$ cat src/rtl/esic_defines.vh
// constants for the eight source interrupt controller
`ifndef ESIC_DEFINES_VH
`define ESIC_DEFINES_VH

// --------------------
// register byte addresses (apb, 32-bit words)
// --------------------
`define ESIC_ADDR_TCTRL    8'h88
`define ESIC_ADDR_IEN      8'ha8
`define ESIC_ADDR_IPRI     8'hb8
`define ESIC_ADDR_XCTRL    8'hc0
`define ESIC_ADDR_T2FLAGS  8'hc8
`define ESIC_ADDR_ACK      8'hd0
`define ESIC_ADDR_EVSTAT   8'hd4
`define ESIC_ADDR_EVMASK   8'hd8

// --------------------
// field positions
// --------------------
`define ESIC_GLOBAL_BIT    7
`define ESIC_T2OVF_BIT     7
`define ESIC_T2EXF_BIT     6
`define ESIC_TC_TF1        7
`define ESIC_TC_TF0        5
`define ESIC_TC_IE1        3
`define ESIC_TC_IT1        2
`define ESIC_TC_IE0        1
`define ESIC_TC_IT0        0
`define ESIC_XC_PX3        7
`define ESIC_XC_EX3        6
`define ESIC_XC_IE3        5
`define ESIC_XC_IT3        4
`define ESIC_XC_PX2        3
`define ESIC_XC_EX2        2
`define ESIC_XC_IE2        1
`define ESIC_XC_IT2        0

// --------------------
// reset values
// --------------------
`define ESIC_RST_BYTE      8'h00
`define ESIC_RST_WORD      32'h0000_0000
`define ESIC_ERR_WORD      32'h0000_0000

// --------------------
// vector addresses, one per source
// --------------------
`define ESIC_VEC_EXT0      8'h03
`define ESIC_VEC_TMR0      8'h0b
`define ESIC_VEC_EXT1      8'h13
`define ESIC_VEC_TMR1      8'h1b
`define ESIC_VEC_SER       8'h23
`define ESIC_VEC_TMR2      8'h2b
`define ESIC_VEC_EXT2      8'h33
`define ESIC_VEC_EXT3      8'h3b

`endif

$ cat src/rtl/esic_irq_ctrl.v
// eight source two level interrupt controller with apb register access
// --------------------
// Overview of operation
// vectors 03h to 2bh for six standard sources
// vectors 33h, 3bh for external pins 2, 3
// fixed polling order within one level
// global enable in top bit gates everything; the irq event status output is not gated by it
// per-source enable bits for six standard sources
// extra-control bits 2, 6 enable pins 2, 3
// priority register bits select high level
// extra-control bits 3, 7 raise pins 2, 3
// pins 2, 3 falling edge or low level
// pins 2, 3 edge flag set, cleared on service
// timer 0 overflow flag cleared on vectoring
// timer 1 overflow flag cleared on vectoring
// pins 0, 1 falling edge or low level
// pins 0, 1 edge flag set, cleared on service
// timer 2 flags request; software clears them
// high preempts low, never the reverse
// level mode does not latch requests
// --------------------
//
// Added by the designer: the APB interface to the registers.
`timescale 1ns/1ns
`include "esic_defines.vh"

module esic_irq_ctrl #(
  parameter NSRC = 8                // number of sources
) (
  pclk,
  presetn,
  psel,
  penable,
  pwrite,
  paddr,
  pwdata,
  prdata,
  pready,
  pslverr,
  ext0_irq_pin,
  ext1_irq_pin,
  ext2_irq_pin,
  ext3_irq_pin,
  tmr0_overflow,
  tmr1_overflow,
  tmr2_overflow,
  tmr2_transition,
  serial_req,
  cpu_irq_req,
  cpu_irq_vector,
  cpu_irq_ack,
  cpu_irq_return,
  irq
);
  input  wire        pclk;            // core clock
  input  wire        presetn;         // async reset, active low
  input  wire        psel;            // apb select
  input  wire        penable;         // apb access phase
  input  wire        pwrite;          // apb direction
  input  wire [7:0]  paddr;           // apb byte address
  input  wire [31:0] pwdata;          // apb write data
  output reg  [31:0] prdata;          // apb read data
  output wire        pready;          // apb ready
  output wire        pslverr;         // apb error on unmapped address
  input  wire        ext0_irq_pin;    // external pin 0, active low
  input  wire        ext1_irq_pin;    // external pin 1, active low
  input  wire        ext2_irq_pin;    // external pin 2, active low
  input  wire        ext3_irq_pin;    // external pin 3, active low
  input  wire        tmr0_overflow;   // timer 0 overflow pulse
  input  wire        tmr1_overflow;   // timer 1 overflow pulse
  input  wire        tmr2_overflow;   // timer 2 overflow pulse
  input  wire        tmr2_transition; // timer 2 external transition pulse
  input  wire        serial_req;      // serial port request level
  output reg         cpu_irq_req;     // request pending towards the core
  output reg  [7:0]  cpu_irq_vector;  // vector of pending request
  input  wire        cpu_irq_ack;     // core vectors now (one cycle)
  input  wire        cpu_irq_return;  // core returns from a routine
  output wire        irq;             // unmasked event status level

  // --------------------
  // registers
  // --------------------
  reg  [7:0]      timer_ext_irq_ctrl; // timer flags, pin 0/1 control
  reg  [7:0]      irq_enable_reg;     // enables
  reg  [7:0]      irq_priority_reg;   // priority bits
  reg  [7:0]      ext23_irq_ctrl;     // pin 2/3 control
  reg             tmr2_overflow_flag; // timer 2 overflow flag
  reg             tmr2_transition_flag; // timer 2 external flag
  reg  [NSRC-1:0] ev_status;          // sticky event bits
  reg  [NSRC-1:0] ev_mask;            // event mask
  reg  [3:0]      pin_last;           // previous pin samples
  reg             in_hi;              // a high level routine is running
  reg             in_lo;              // a low level routine is running
  reg  [NSRC-1:0] next_ev_status;     // next sticky value
  reg  [2:0]      cur_idx;            // source of the posted request
  reg             cur_hi;             // posted request is high level

  // --------------------
  // apb decode; zero wait states, so pready is tied high
  // --------------------
  wire apb_acc  = psel & penable;
  wire apb_wr   = apb_acc & pwrite;
  wire apb_rd   = apb_acc & ~pwrite;
  reg  addr_hit;                      // address maps a register

  always @* begin
    if (paddr == `ESIC_ADDR_TCTRL)
      addr_hit = 1'b1;
    else if (paddr == `ESIC_ADDR_IEN)
      addr_hit = 1'b1;
    else if (paddr == `ESIC_ADDR_IPRI)
      addr_hit = 1'b1;
    else if (paddr == `ESIC_ADDR_XCTRL)
      addr_hit = 1'b1;
    else if (paddr == `ESIC_ADDR_T2FLAGS)
      addr_hit = 1'b1;
    else if (paddr == `ESIC_ADDR_ACK)
      addr_hit = 1'b1;
    else if (paddr == `ESIC_ADDR_EVSTAT)
      addr_hit = 1'b1;
    else if (paddr == `ESIC_ADDR_EVMASK)
      addr_hit = 1'b1;
    else
      addr_hit = 1'b0;
  end

  assign pready  = 1'b1;
  assign pslverr = apb_acc & ~addr_hit;

  // --------------------
  // falling edge detectors for the four pins
  // --------------------
  wire [3:0] pins = {ext3_irq_pin, ext2_irq_pin, ext1_irq_pin, ext0_irq_pin};
  wire [3:0] fall = pin_last & ~pins;

  always @(posedge pclk or negedge presetn) begin
    if (!presetn)
      pin_last <= 4'hf;               // idle high so reset is no edge
    else
      pin_last <= pins;
  end

  // --------------------
  // per-source request, enable and level vectors
  // --------------------
  wire it0 = timer_ext_irq_ctrl[`ESIC_TC_IT0];
  wire it1 = timer_ext_irq_ctrl[`ESIC_TC_IT1];
  wire it2 = ext23_irq_ctrl[`ESIC_XC_IT2];
  wire it3 = ext23_irq_ctrl[`ESIC_XC_IT3];

  // level mode looks at the pin only, the latched flag is ignored
  wire r_ext0 = it0 ? timer_ext_irq_ctrl[`ESIC_TC_IE0] : ~ext0_irq_pin;
  wire r_ext1 = it1 ? timer_ext_irq_ctrl[`ESIC_TC_IE1] : ~ext1_irq_pin;
  wire r_ext2 = it2 ? ext23_irq_ctrl[`ESIC_XC_IE2] : ~ext2_irq_pin;
  wire r_ext3 = it3 ? ext23_irq_ctrl[`ESIC_XC_IE3] : ~ext3_irq_pin;
  wire r_tmr2 = tmr2_overflow_flag | tmr2_transition_flag;

  wire [NSRC-1:0] src_req = {r_ext3, r_ext2, r_tmr2, serial_req,
                             timer_ext_irq_ctrl[`ESIC_TC_TF1], r_ext1,
                             timer_ext_irq_ctrl[`ESIC_TC_TF0], r_ext0};
  wire [NSRC-1:0] src_en  = {ext23_irq_ctrl[`ESIC_XC_EX3],
                             ext23_irq_ctrl[`ESIC_XC_EX2],
                             irq_enable_reg[5:0]};
  wire [NSRC-1:0] src_hi  = {ext23_irq_ctrl[`ESIC_XC_PX3],
                             ext23_irq_ctrl[`ESIC_XC_PX2],
                             irq_priority_reg[5:0]};

  wire            global_irq_enable = irq_enable_reg[`ESIC_GLOBAL_BIT];
  wire [NSRC-1:0] live   = src_req & src_en & {NSRC{global_irq_enable}};
  wire [NSRC-1:0] req_hi = live & src_hi;
  wire [NSRC-1:0] req_lo = live & ~src_hi;

  // --------------------
  // one picker per level, shared fixed-order module
  // --------------------
  wire       hi_any;
  wire       lo_any;
  wire [2:0] hi_idx;
  wire [2:0] lo_idx;
  wire [7:0] hi_vec;
  wire [7:0] lo_vec;

  esic_prio_pick #(.N(NSRC)) u_pick_hi (
    .req (req_hi),
    .any (hi_any),
    .idx (hi_idx),
    .vec (hi_vec)
  );

  esic_prio_pick #(.N(NSRC)) u_pick_lo (
    .req (req_lo),
    .any (lo_any),
    .idx (lo_idx),
    .vec (lo_vec)
  );

  // high may enter unless a high routine runs; low only when idle
  wire       take_hi  = hi_any & ~in_hi;
  wire       take_lo  = lo_any & ~in_hi & ~in_lo;
  wire       want     = take_hi | take_lo;
  wire [2:0] win_idx  = take_hi ? hi_idx : lo_idx;
  wire [7:0] win_vec  = take_hi ? hi_vec : lo_vec;
  wire       served   = cpu_irq_ack & cpu_irq_req;
  wire [NSRC-1:0] svc = served ? ({{(NSRC-1){1'b0}}, 1'b1} << cur_idx) : {NSRC{1'b0}};

  // --------------------
  // request and vector towards the core, registered; the source and level
  // are posted with the vector, so service clears what was really vectored
  // --------------------
  always @(posedge pclk or negedge presetn) begin
    if (!presetn) begin
      cpu_irq_req    <= 1'b0;
      cpu_irq_vector <= `ESIC_RST_BYTE;
      cur_idx        <= 3'h0;
      cur_hi         <= 1'b0;
    end else if (served) begin
      cpu_irq_req    <= 1'b0;         // drop one cycle so flags settle
    end else begin
      cpu_irq_req    <= want;
      cpu_irq_vector <= win_vec;
      cur_idx        <= win_idx;
      cur_hi         <= take_hi;
    end
  end

  // --------------------
  // in-service tracking; a return ends the higher active level first
  // --------------------
  always @(posedge pclk or negedge presetn) begin
    if (!presetn) begin
      in_hi <= 1'b0;
      in_lo <= 1'b0;
    end else if (served) begin
      if (cur_hi)
        in_hi <= 1'b1;
      else
        in_lo <= 1'b1;
    end else if (cpu_irq_return) begin
      if (in_hi)
        in_hi <= 1'b0;
      else
        in_lo <= 1'b0;
    end
  end

  // --------------------
  // control and flag registers; hardware set wins over software clear
  // --------------------
  wire wr_tc = apb_wr & (paddr == `ESIC_ADDR_TCTRL);
  wire wr_xc = apb_wr & (paddr == `ESIC_ADDR_XCTRL);
  wire wr_t2 = apb_wr & (paddr == `ESIC_ADDR_T2FLAGS);

  always @(posedge pclk or negedge presetn) begin
    if (!presetn) begin
      timer_ext_irq_ctrl   <= `ESIC_RST_BYTE;
      ext23_irq_ctrl       <= `ESIC_RST_BYTE;
      irq_enable_reg       <= `ESIC_RST_BYTE;
      irq_priority_reg     <= `ESIC_RST_BYTE;
      tmr2_overflow_flag   <= 1'b0;
      tmr2_transition_flag <= 1'b0;
    end else begin
      if (wr_tc)
        timer_ext_irq_ctrl <= pwdata[7:0];
      // flags: set on event, cleared on vectoring; set beats both clears
      if (tmr0_overflow)
        timer_ext_irq_ctrl[`ESIC_TC_TF0] <= 1'b1;
      else if (svc[1])
        timer_ext_irq_ctrl[`ESIC_TC_TF0] <= 1'b0;
      if (tmr1_overflow)
        timer_ext_irq_ctrl[`ESIC_TC_TF1] <= 1'b1;
      else if (svc[3])
        timer_ext_irq_ctrl[`ESIC_TC_TF1] <= 1'b0;
      if (fall[0] & it0)
        timer_ext_irq_ctrl[`ESIC_TC_IE0] <= 1'b1;
      else if (svc[0] | ~it0)
        timer_ext_irq_ctrl[`ESIC_TC_IE0] <= 1'b0;
      if (fall[1] & it1)
        timer_ext_irq_ctrl[`ESIC_TC_IE1] <= 1'b1;
      else if (svc[2] | ~it1)
        timer_ext_irq_ctrl[`ESIC_TC_IE1] <= 1'b0;

      if (wr_xc)
        ext23_irq_ctrl <= pwdata[7:0];
      if (fall[2] & it2)
        ext23_irq_ctrl[`ESIC_XC_IE2] <= 1'b1;
      else if (svc[6] | ~it2)
        ext23_irq_ctrl[`ESIC_XC_IE2] <= 1'b0;
      if (fall[3] & it3)
        ext23_irq_ctrl[`ESIC_XC_IE3] <= 1'b1;
      else if (svc[7] | ~it3)
        ext23_irq_ctrl[`ESIC_XC_IE3] <= 1'b0;

      if (apb_wr & (paddr == `ESIC_ADDR_IEN))
        irq_enable_reg   <= pwdata[7:0];
      if (apb_wr & (paddr == `ESIC_ADDR_IPRI))
        irq_priority_reg <= pwdata[7:0];

      // timer 2 flags are never cleared on vectoring, only by software
      if (tmr2_overflow)
        tmr2_overflow_flag <= 1'b1;
      else if (wr_t2)
        tmr2_overflow_flag <= pwdata[`ESIC_T2OVF_BIT];
      if (tmr2_transition)
        tmr2_transition_flag <= 1'b1;
      else if (wr_t2)
        tmr2_transition_flag <= pwdata[`ESIC_T2EXF_BIT];
    end
  end

  // --------------------
  // sticky event status: a source request rising; read clears, set wins
  // --------------------
  reg  [NSRC-1:0] req_last;           // previous raw requests
  wire            rd_ev = apb_rd & (paddr == `ESIC_ADDR_EVSTAT);
  wire [NSRC-1:0] ev_set = src_req & ~req_last;

  always @* begin
    next_ev_status = rd_ev ? {NSRC{1'b0}} : ev_status;
    next_ev_status = next_ev_status | ev_set;
  end

  always @(posedge pclk or negedge presetn) begin
    if (!presetn) begin
      req_last  <= {NSRC{1'b0}};
      ev_status <= {NSRC{1'b0}};
      ev_mask   <= {NSRC{1'b0}};
    end else begin
      req_last  <= src_req;
      ev_status <= next_ev_status;
      if (apb_wr & (paddr == `ESIC_ADDR_EVMASK))
        ev_mask <= pwdata[NSRC-1:0];
    end
  end

  assign irq = |(ev_status & ev_mask);

  // --------------------
  // read mux, combinational from registers and the level pickers, valid in the access phase
  // --------------------
  always @* begin
    prdata = `ESIC_RST_WORD;
    if (paddr == `ESIC_ADDR_TCTRL)
      prdata[7:0] = timer_ext_irq_ctrl;
    else if (paddr == `ESIC_ADDR_IEN)
      prdata[7:0] = irq_enable_reg;
    else if (paddr == `ESIC_ADDR_IPRI)
      prdata[5:0] = irq_priority_reg[5:0];   // top two bits unused, read zero
    else if (paddr == `ESIC_ADDR_XCTRL)
      prdata[7:0] = ext23_irq_ctrl;
    else if (paddr == `ESIC_ADDR_T2FLAGS)
      prdata[7:6] = {tmr2_overflow_flag, tmr2_transition_flag};
    else if (paddr == `ESIC_ADDR_ACK)
      prdata[11:0] = {in_hi, in_lo, cpu_irq_req, win_idx, 6'h00};
    else if (paddr == `ESIC_ADDR_EVSTAT)
      prdata[NSRC-1:0] = ev_status;
    else if (paddr == `ESIC_ADDR_EVMASK)
      prdata[NSRC-1:0] = ev_mask;
    else
      prdata = `ESIC_ERR_WORD;
  end
endmodule

$ cat src/rtl/esic_prio_pick.v
// fixed-order pick of the lowest numbered request in an eight bit set
`timescale 1ns/1ns
`include "esic_defines.vh"

module esic_prio_pick #(
  parameter N = 8                   // number of sources
) (
  req,
  any,
  idx,
  vec
);
  input  wire [N-1:0] req;          // requests at one level
  output reg          any;          // some request present
  output reg  [2:0]   idx;          // winning source number
  output reg  [7:0]   vec;          // vector of the winner

  integer i;

  // --------------------
  // polling order: bit 0 first, scanning down so the lowest index wins
  // --------------------
  always @* begin
    any = 1'b0;
    idx = 3'h0;
    for (i = N - 1; i >= 0; i = i - 1) begin
      if (req[i]) begin
        any = 1'b1;
        idx = i[2:0];
      end
    end
    case (idx)
      3'h0: vec = `ESIC_VEC_EXT0;
      3'h1: vec = `ESIC_VEC_TMR0;
      3'h2: vec = `ESIC_VEC_EXT1;
      3'h3: vec = `ESIC_VEC_TMR1;
      3'h4: vec = `ESIC_VEC_SER;
      3'h5: vec = `ESIC_VEC_TMR2;
      3'h6: vec = `ESIC_VEC_EXT2;
      default: vec = `ESIC_VEC_EXT3;
    endcase
  end
endmodule

$ cat config.mk
export PLATFORM = sky130hd
export DESIGN_NAME = esic_irq_ctrl
export DESIGN_NICKNAME = d
export VERILOG_FILES = /design/src/rtl/esic_irq_ctrl.v /design/src/rtl/esic_prio_pick.v
export VERILOG_INCLUDE_DIRS = /design/src /design/src/rtl
export SDC_FILE = /design/constraint.sdc
export NUM_CORES = 1
export LEC_CHECK = 0
export BUFFER_PORTS_ARGS = -buffer_cell sky130_fd_sc_hd__buf_4
export CAP_MARGIN = 20
export CORE_MARGIN = 3
export CORE_UTILIZATION = 45
export CTS_CLUSTER_SIZE = 40
export DETAILED_ROUTE_END_ITERATION = 6
export PLACE_DENSITY = 0.77
export REMOVE_ABC_BUFFERS = 1
export SLEW_MARGIN = 10
export SYNTH_ARGS = -nofsm -noshare
export SYNTH_HDL_FRONTEND = slang
export SYNTH_SLANG_ARGS = --single-unit
$ cat constraint.sdc
create_clock -name pclk -period 2.17 [get_ports pclk]
set_input_delay 0.5425 -clock pclk [delete_from_list [all_inputs] [get_ports pclk]]
set_output_delay 0.5425 -clock pclk [all_outputs]
set_load 0.05 [all_outputs]
==> results.cfg, run 1 <==
[place]
routabilityCongestion = 0.909
port_buffers = 51
dp_hpwl_microns = 8620
place_ws_ns = -0.665

[floorplanning]
die_area_sq_um = 9820
die_h_microns = 99.1
io-pin-count = 100
core_area_sq_um = 8300
start_util_pct = 47.0
fp-row-count = 33
die_x_microns = 99.1

[cts]
cts.sinks = 71
clock-root-buffer = clkbuf_8
postCtsHoldBufs = 0
clk_latency_ns = 0.37
cts_made_buffers = 9
clk_pin_slew_worst_paths_ns = 0.08
cts_tree = built
clock_path_buffers = 2
h-tree-depth = 3

[final_layout]
drive_above_1_share_pct = 52.2
post-route-util_pct = 70.4
num_antenna_cells = 0
nets = 597
syn_to_final_growth_pct = 49.7

[timing]
final_max_slew_viol_count = 0
max_freq_ghz = 0.317
finalSetupViolCount = 17
rsz0062_at_grt = yes
setup_tns_ns = -6.26
clock_skew_ns = 0.00822
period_needed_ns = 3.16
worst_slew_pin_slew_ns = 0.519
fin_ws_ns = -0.987
slew_headroom_pct = 65.4
finalHoldViolCount = 0
period_share_pct = 145

[logic_synthesis]
yosys.area.top_type = dfrtp_1
syn_area_sq_um = 3900
synth_edf_count = 0
synthCells = 375
syn_area_per_cell_sq_um = 10.4
synth_top_cell_area_share_pct = 43.0
synthTopCellsByArea = dfrtp_1 (43%), mux2_2 (9.5%), buf_4 (5.2%)
ys_seq_elements = 71
yosysSeqAreaShare_pct = 45.7
postSynth.asyncResetShare_pct = 100
ys_warn_count = 0
synth_ff_type = dfrtp_1
synth.lib_cells_used.distinct = 65

[detailed_routing]
drc = 0
route.vias.total = 3839
first_iter_violations = 379
drtPass1Iterations = 5
antenna_left = 0
wl_per_cell_microns = 21.0
drt_wl_total_microns = 13700
viasPerCell = 5.90

[setup_path]
critical_path_class = reg -> out
r2r_slack_ns = -0.33
critPathMaxFanout = 3
worstPathArrival_ns = 2.61
cp-start-kind = register
crit_path_end_kind = output pin
worstPathRequired_ns = 1.63

[flow_run]
maxCapViolations = 0

[global_route]
grt_max_degree = 38
antenna_found_initial = 0
grt_pass1_vias = 3947
grt_pass1_wl_microns = 20200
overflow = 0
gr-usage-all-layers_pct = 26.7

[power_and_ir_drop]
leakagePower_nw = 2.83
max-vdd-ir-drop_uv = 455
powerDensity_nw_per_um2 = 525

[run_status]
violations = setup timing
status = finished, violations left

[min_path]
worstHoldPathType = in -> async
## synthesized netlist by cell type, types with 3 or more instances
cell,number
a21oi_1,19
a221o_1,6
a22oi_1,5
and2_1,7
and3_1,4
buf_2,4
buf_4,27
clkbuf_1,3
dfrtp_1,67
dfstp_2,4
inv_1,13
mux2_2,33
mux2i_1,16
nand2_1,31
nand2b_1,7
nand3_1,7
nand4_1,5
nor2_1,22
nor2b_1,7
nor3_1,7
nor3_2,3
nor4_1,4
o21ai_0,18
o21bai_1,3
o22ai_1,5
o31ai_1,3
## cell families after synthesis
group / Yosys count / synth area share (%)
and+or+nand+nor: 128 / 19.7
AOI/OAI and AO/OA: 77 / 13.4
DFF: 71 / 45.7
muxes: 49 / 13.6
buffers and inverters: 48 / 7.34
other: 2 / 0.193
## final cells by class
cell class                      instances  area (sq um)
Timing Repair Buffer                  166          1390
Clock buffer                            9           124
Fill cell                             566          2460
Tap cell                              105           131
Clock inverter                          7           120
Inverter                               14          52.6
Multi-Input combinational cell        279          2240
Sequential cell                        71          1780
## path summary, 6_finish.rpt
check	startpoint	cells after the start	to
worst min register to register	req_last[6]$_DFF_PN0_	1	ev_status[6]$_DFF_PN0_
min in group pclk	ext1_irq_pin	1	pin_last[1]$_DFF_PN1_
max in group asynchronous	presetn	2	pin_last[1]$_DFF_PN1_
worst min-delay path	presetn	1	ext23_irq_ctrl[1]$_DFFE_PN0P_
worst max register to register	irq_enable_reg[7]$_DFFE_PN0P_	11	cpu_irq_vector[4]$_DFFE_PN0N_
worst max-delay path	irq_enable_reg[7]$_DFFE_PN0P_	9	prdata[7]
## per-stage QoR
| step | area [sq um] | std cells | total power [mW] | hold WS, ns |
|---|---|---|---|---|
| 2_1_floorplan | 3750 | 363 | 1.55 | 0.247 |
| 3_3_place_gp | 5050 | 621 | 1.72 | 0.410 |
| 3_5_place_dp | 5050 | 621 | 1.72 | 0.424 |
| 4_1_cts | 5670 | 648 | 3.05 | 0.156 |
| 5_1_grt | 5840 | 651 | 3.15 | 0.164 |
| 6_report | 5840 | 651 | 3.07 | 0.143 |
## power by group
group	switching (mW)	leakage, nW	internal, mW
clock	0.564	0.120	0.767
combinational	0.248	1.83	0.133
sequential	0.0135	0.880	1.34
total	0.825	2.83	2.24
## per-layer routing
metal  routed length (microns)  vias to the layer above  track usage (%)
met5                         0                        -                0
met4                       868                        0             16.2
met3                      1030                       79             5.19
met2                      6680                      249             44.8
met1                      5110                     1864             31.7
li1                          -                     1647                -
## cell usage in the layout (no fill, tap or decap), drive strengths merged, types with 5 or more instances in the layout
cell type  synthesis  layout
mux2              33      33
nor4               7       7
o21ai             18      18
nor2              22      22
a221o              6       6
a22oi              5       5
clkbuf             3       9
and2               8       8
o22ai              5       5
nand3              9      10
nor2b              8       8
nand2             32      32
mux2i             16      16
conb               2      24
dfrtp             67      67
nand4              5       5
a21oi             20      20
nand2b             7       7
buf               31     166
nor3              10      10
inv               13      14
## worst max-delay path, cell delays in order, from the launching register on
cell and delay [ns]:
dfrtp_2 0.45, buf_6 0.14, buf_4 0.14, o211ai_1 0.17, o22ai_2 0.20, o21bai_1 0.24, a31oi_2 0.36, mux2i_4 0.16
a21oi_2 0.19, buf_6 0.18
## what timing repair did
action,CTS,global route
gates cloned,1,0
pin swaps,26,20
setup endpoints to repair,15,17
setup buffers,11,5
resized for setup,65,31
Note: power is estimated with default switching activity, not from simulation.
==> inputs of run 2 (changes only) <==
--- a/config.mk
+++ b/config.mk
@@ -12,6 +12,7 @@
 export CORE_UTILIZATION = 45
 export CTS_CLUSTER_SIZE = 40
 export DETAILED_ROUTE_END_ITERATION = 6
+export GPL_TIMING_DRIVEN = 0
 export PLACE_DENSITY = 0.77
 export REMOVE_ABC_BUFFERS = 1
 export SLEW_MARGIN = 10
==> run 2 against run 1 <==
Flip-flop and latch count did not move. Core utilization fell by 8.1 points. Combinational power fell by 14%. Total power fell by 8.8%. Setup slack improved by 0.10 ns. Clock power fell by 17%. Global-route usage fell by 3.6 points. The flow still finishes with violations (setup timing). Final cell count fell by 13%. Non-clock buffer count fell by 82. Sequential power barely moved. Maximum frequency rose by 3.4%. Highest routed layer unchanged.
==> results.cfg, run 2 (synthesis results as in run 1) <==
[cts]
cts.sinks = 71
cts_tree = built
clk_pin_slew_worst_paths_ns = 0.08
clock-root-buffer = clkbuf_8
clock_path_buffers = 2
postCtsHoldBufs = 0
cts_made_buffers = 9
h-tree-depth = 3
clk_latency_ns = 0.35

[power_and_ir_drop]
leakagePower_nw = 2.41
p_total_mw = 2.80
powerDensity_nw_per_um2 = 541
max-vdd-ir-drop_uv = 361

[timing]
period_needed_ns = 3.05
finalSetupViolCount = 13
final_max_slew_viol_count = 0
max_freq_ghz = 0.327
clock_skew_ns = 0.00787
setup_tns_ns = -5.28
fin_ws_ns = -0.884
whs_ns = 0.308
finalHoldViolCount = 0
slew_headroom_pct = 40.5
worst_slew_pin_slew_ns = 0.892
rsz0062_at_grt = yes
period_share_pct = 141

[setup_path]
worstPathArrival_ns = 2.51
cp-start-kind = register
critPathBufInv = 1
worstPathRequired_ns = 1.63
crit_path_end_kind = output pin
critPathMaxStageDelay_ns = 0.44
cp_cell_sequence = nor2b_4 -> or2_2 -> o31ai_1 -> a311o_1 -> a32oi_2 -> a21oi_2 -> buf_6
slowest_stage = dfrtp_2
r2r_slack_ns = 0.02
cp.depth = 7
critPathMaxFanout = 4
critical_path_class = reg -> out
ff2ff_path_depth = 8
critPathTopFamily = compound AO/OA/AOI/OAI gates

[floorplanning]
die_area_sq_um = 9820
io-pin-count = 100
start_util_pct = 47.0
fp-row-count = 33
die_x_microns = 99.1
core_area_sq_um = 8300
die_h_microns = 99.1

[final_layout]
nets = 514
layout_common_cells = dfrtp_1 (65), buf_4 (60), mux2_2 (33), nand2_1 (27), conb_1 (24)
syn_to_final_growth_pct = 32.6
drive_above_1_share_pct = 42.8
num_antenna_cells = 0
post-route-util_pct = 62.3
final_common_cell = dfrtp_1

[global_route]
antenna_found_initial = 0
grt_max_degree = 72
gr-usage-all-layers_pct = 23.1
grt_pass1_wl_microns = 17800
grt_pass1_vias = 3390
overflow = 0

[detailed_routing]
drt_wl_total_microns = 11900
first_iter_violations = 305
viasPerCell = 6.08
antenna_left = 0
route.vias.total = 3452
drtPass1Iterations = 7
drc = 0
wl_per_cell_microns = 21.0

[place]
port_buffers = 51
routabilityCongestion = 0.892
dp_hpwl_microns = 7140

[run_status]
violations = setup timing
status = finished, violations left

[min_path]
worstHoldPathType = in -> async

[flow_run]
maxCapViolations = 0
-- run 2: cell types whose count changed in the layout (fill, tap and decap cells not counted), moves of 3 or more --
cell     change
o21ai_0      +4
nor3_4       +4
buf_6        -4
o21ai_2      -3
nor3_2       -4
buf_4       -77
-- run 2: worst paths after layout --
check                                         startpoint                           endpoint
max                        ext23_irq_ctrl[4]$_DFFE_PN0P_                          prdata[6]
min                                              presetn  timer_ext_irq_ctrl[0]$_DFFE_PN0P_
max reg2reg                ext23_irq_ctrl[0]$_DFFE_PN0P_             cur_idx[0]$_DFFE_PN0N_
min reg2reg                        req_last[3]$_DFF_PN0_             ev_status[3]$_DFF_PN0_
max in group asynchronous                        presetn      ext23_irq_ctrl[4]$_DFFE_PN0P_
min in group pclk                           ext0_irq_pin              pin_last[0]$_DFF_PN1_
-- run 2: what timing repair did --
| action | in CTS | in global routing |
|---|---|---|
| pin swaps | 24 | 22 |
| buffers inserted | 22 | 11 |
| setup endpoints to repair | 20 | 17 |
| resized for setup | 61 | 31 |
| endpoints found under the hold margin | 0 | 0 |
-- run 2: metal layers --
| layer | track usage, % | routed length [microns] | up-vias |
|---|---|---|---|
| met5 | 0 | 0 | - |
| met4 | 7.67 | 512 | 0 |
| met3 | 5.82 | 931 | 47 |
| met2 | 38.0 | 5950 | 214 |
| met1 | 30.1 | 4530 | 1718 |
| li1 | - | - | 1473 |
-- run 2: area by class of cell --
cell class,instances,area (sq um)
clock inverters,4,53.8
inverters,14,56.3
well taps,105,131
fillers,620,3130
flip-flops and latches,71,1780
clock buffers,12,155
multi-input cells,278,2240
repair buffers,84,749
-- run 2: power breakdown --
part	internal, mW	leakage (nW)	total, mW	switching (mW)
clock	0.596	0.0988	1.11	0.515
combinational	0.0945	1.43	0.328	0.233
sequential	1.34	0.879	1.36	0.0149
-- run 2: metrics by stage --
step	instance area [sq um]	worst slack, ns	cells
after floorplan	3750	-1.33	363
after global placement	4260	-0.835	519
after detailed placement	4260	-0.816	519
after CTS	4930	-0.689	557
after global routing	5170	-0.917	568
final	5170	-0.884	568
-- run 2: worst register-to-register path: stages, from the launching register on --
cell and delay [ns]:
dfrtp_1 0.40, buf_4 0.15, nor2b_4 0.06, nor4b_4 0.41, o31ai_1 0.19, a311o_1 0.34, a32oi_2 0.26, buf_4 0.17
a21oi_1 0.05
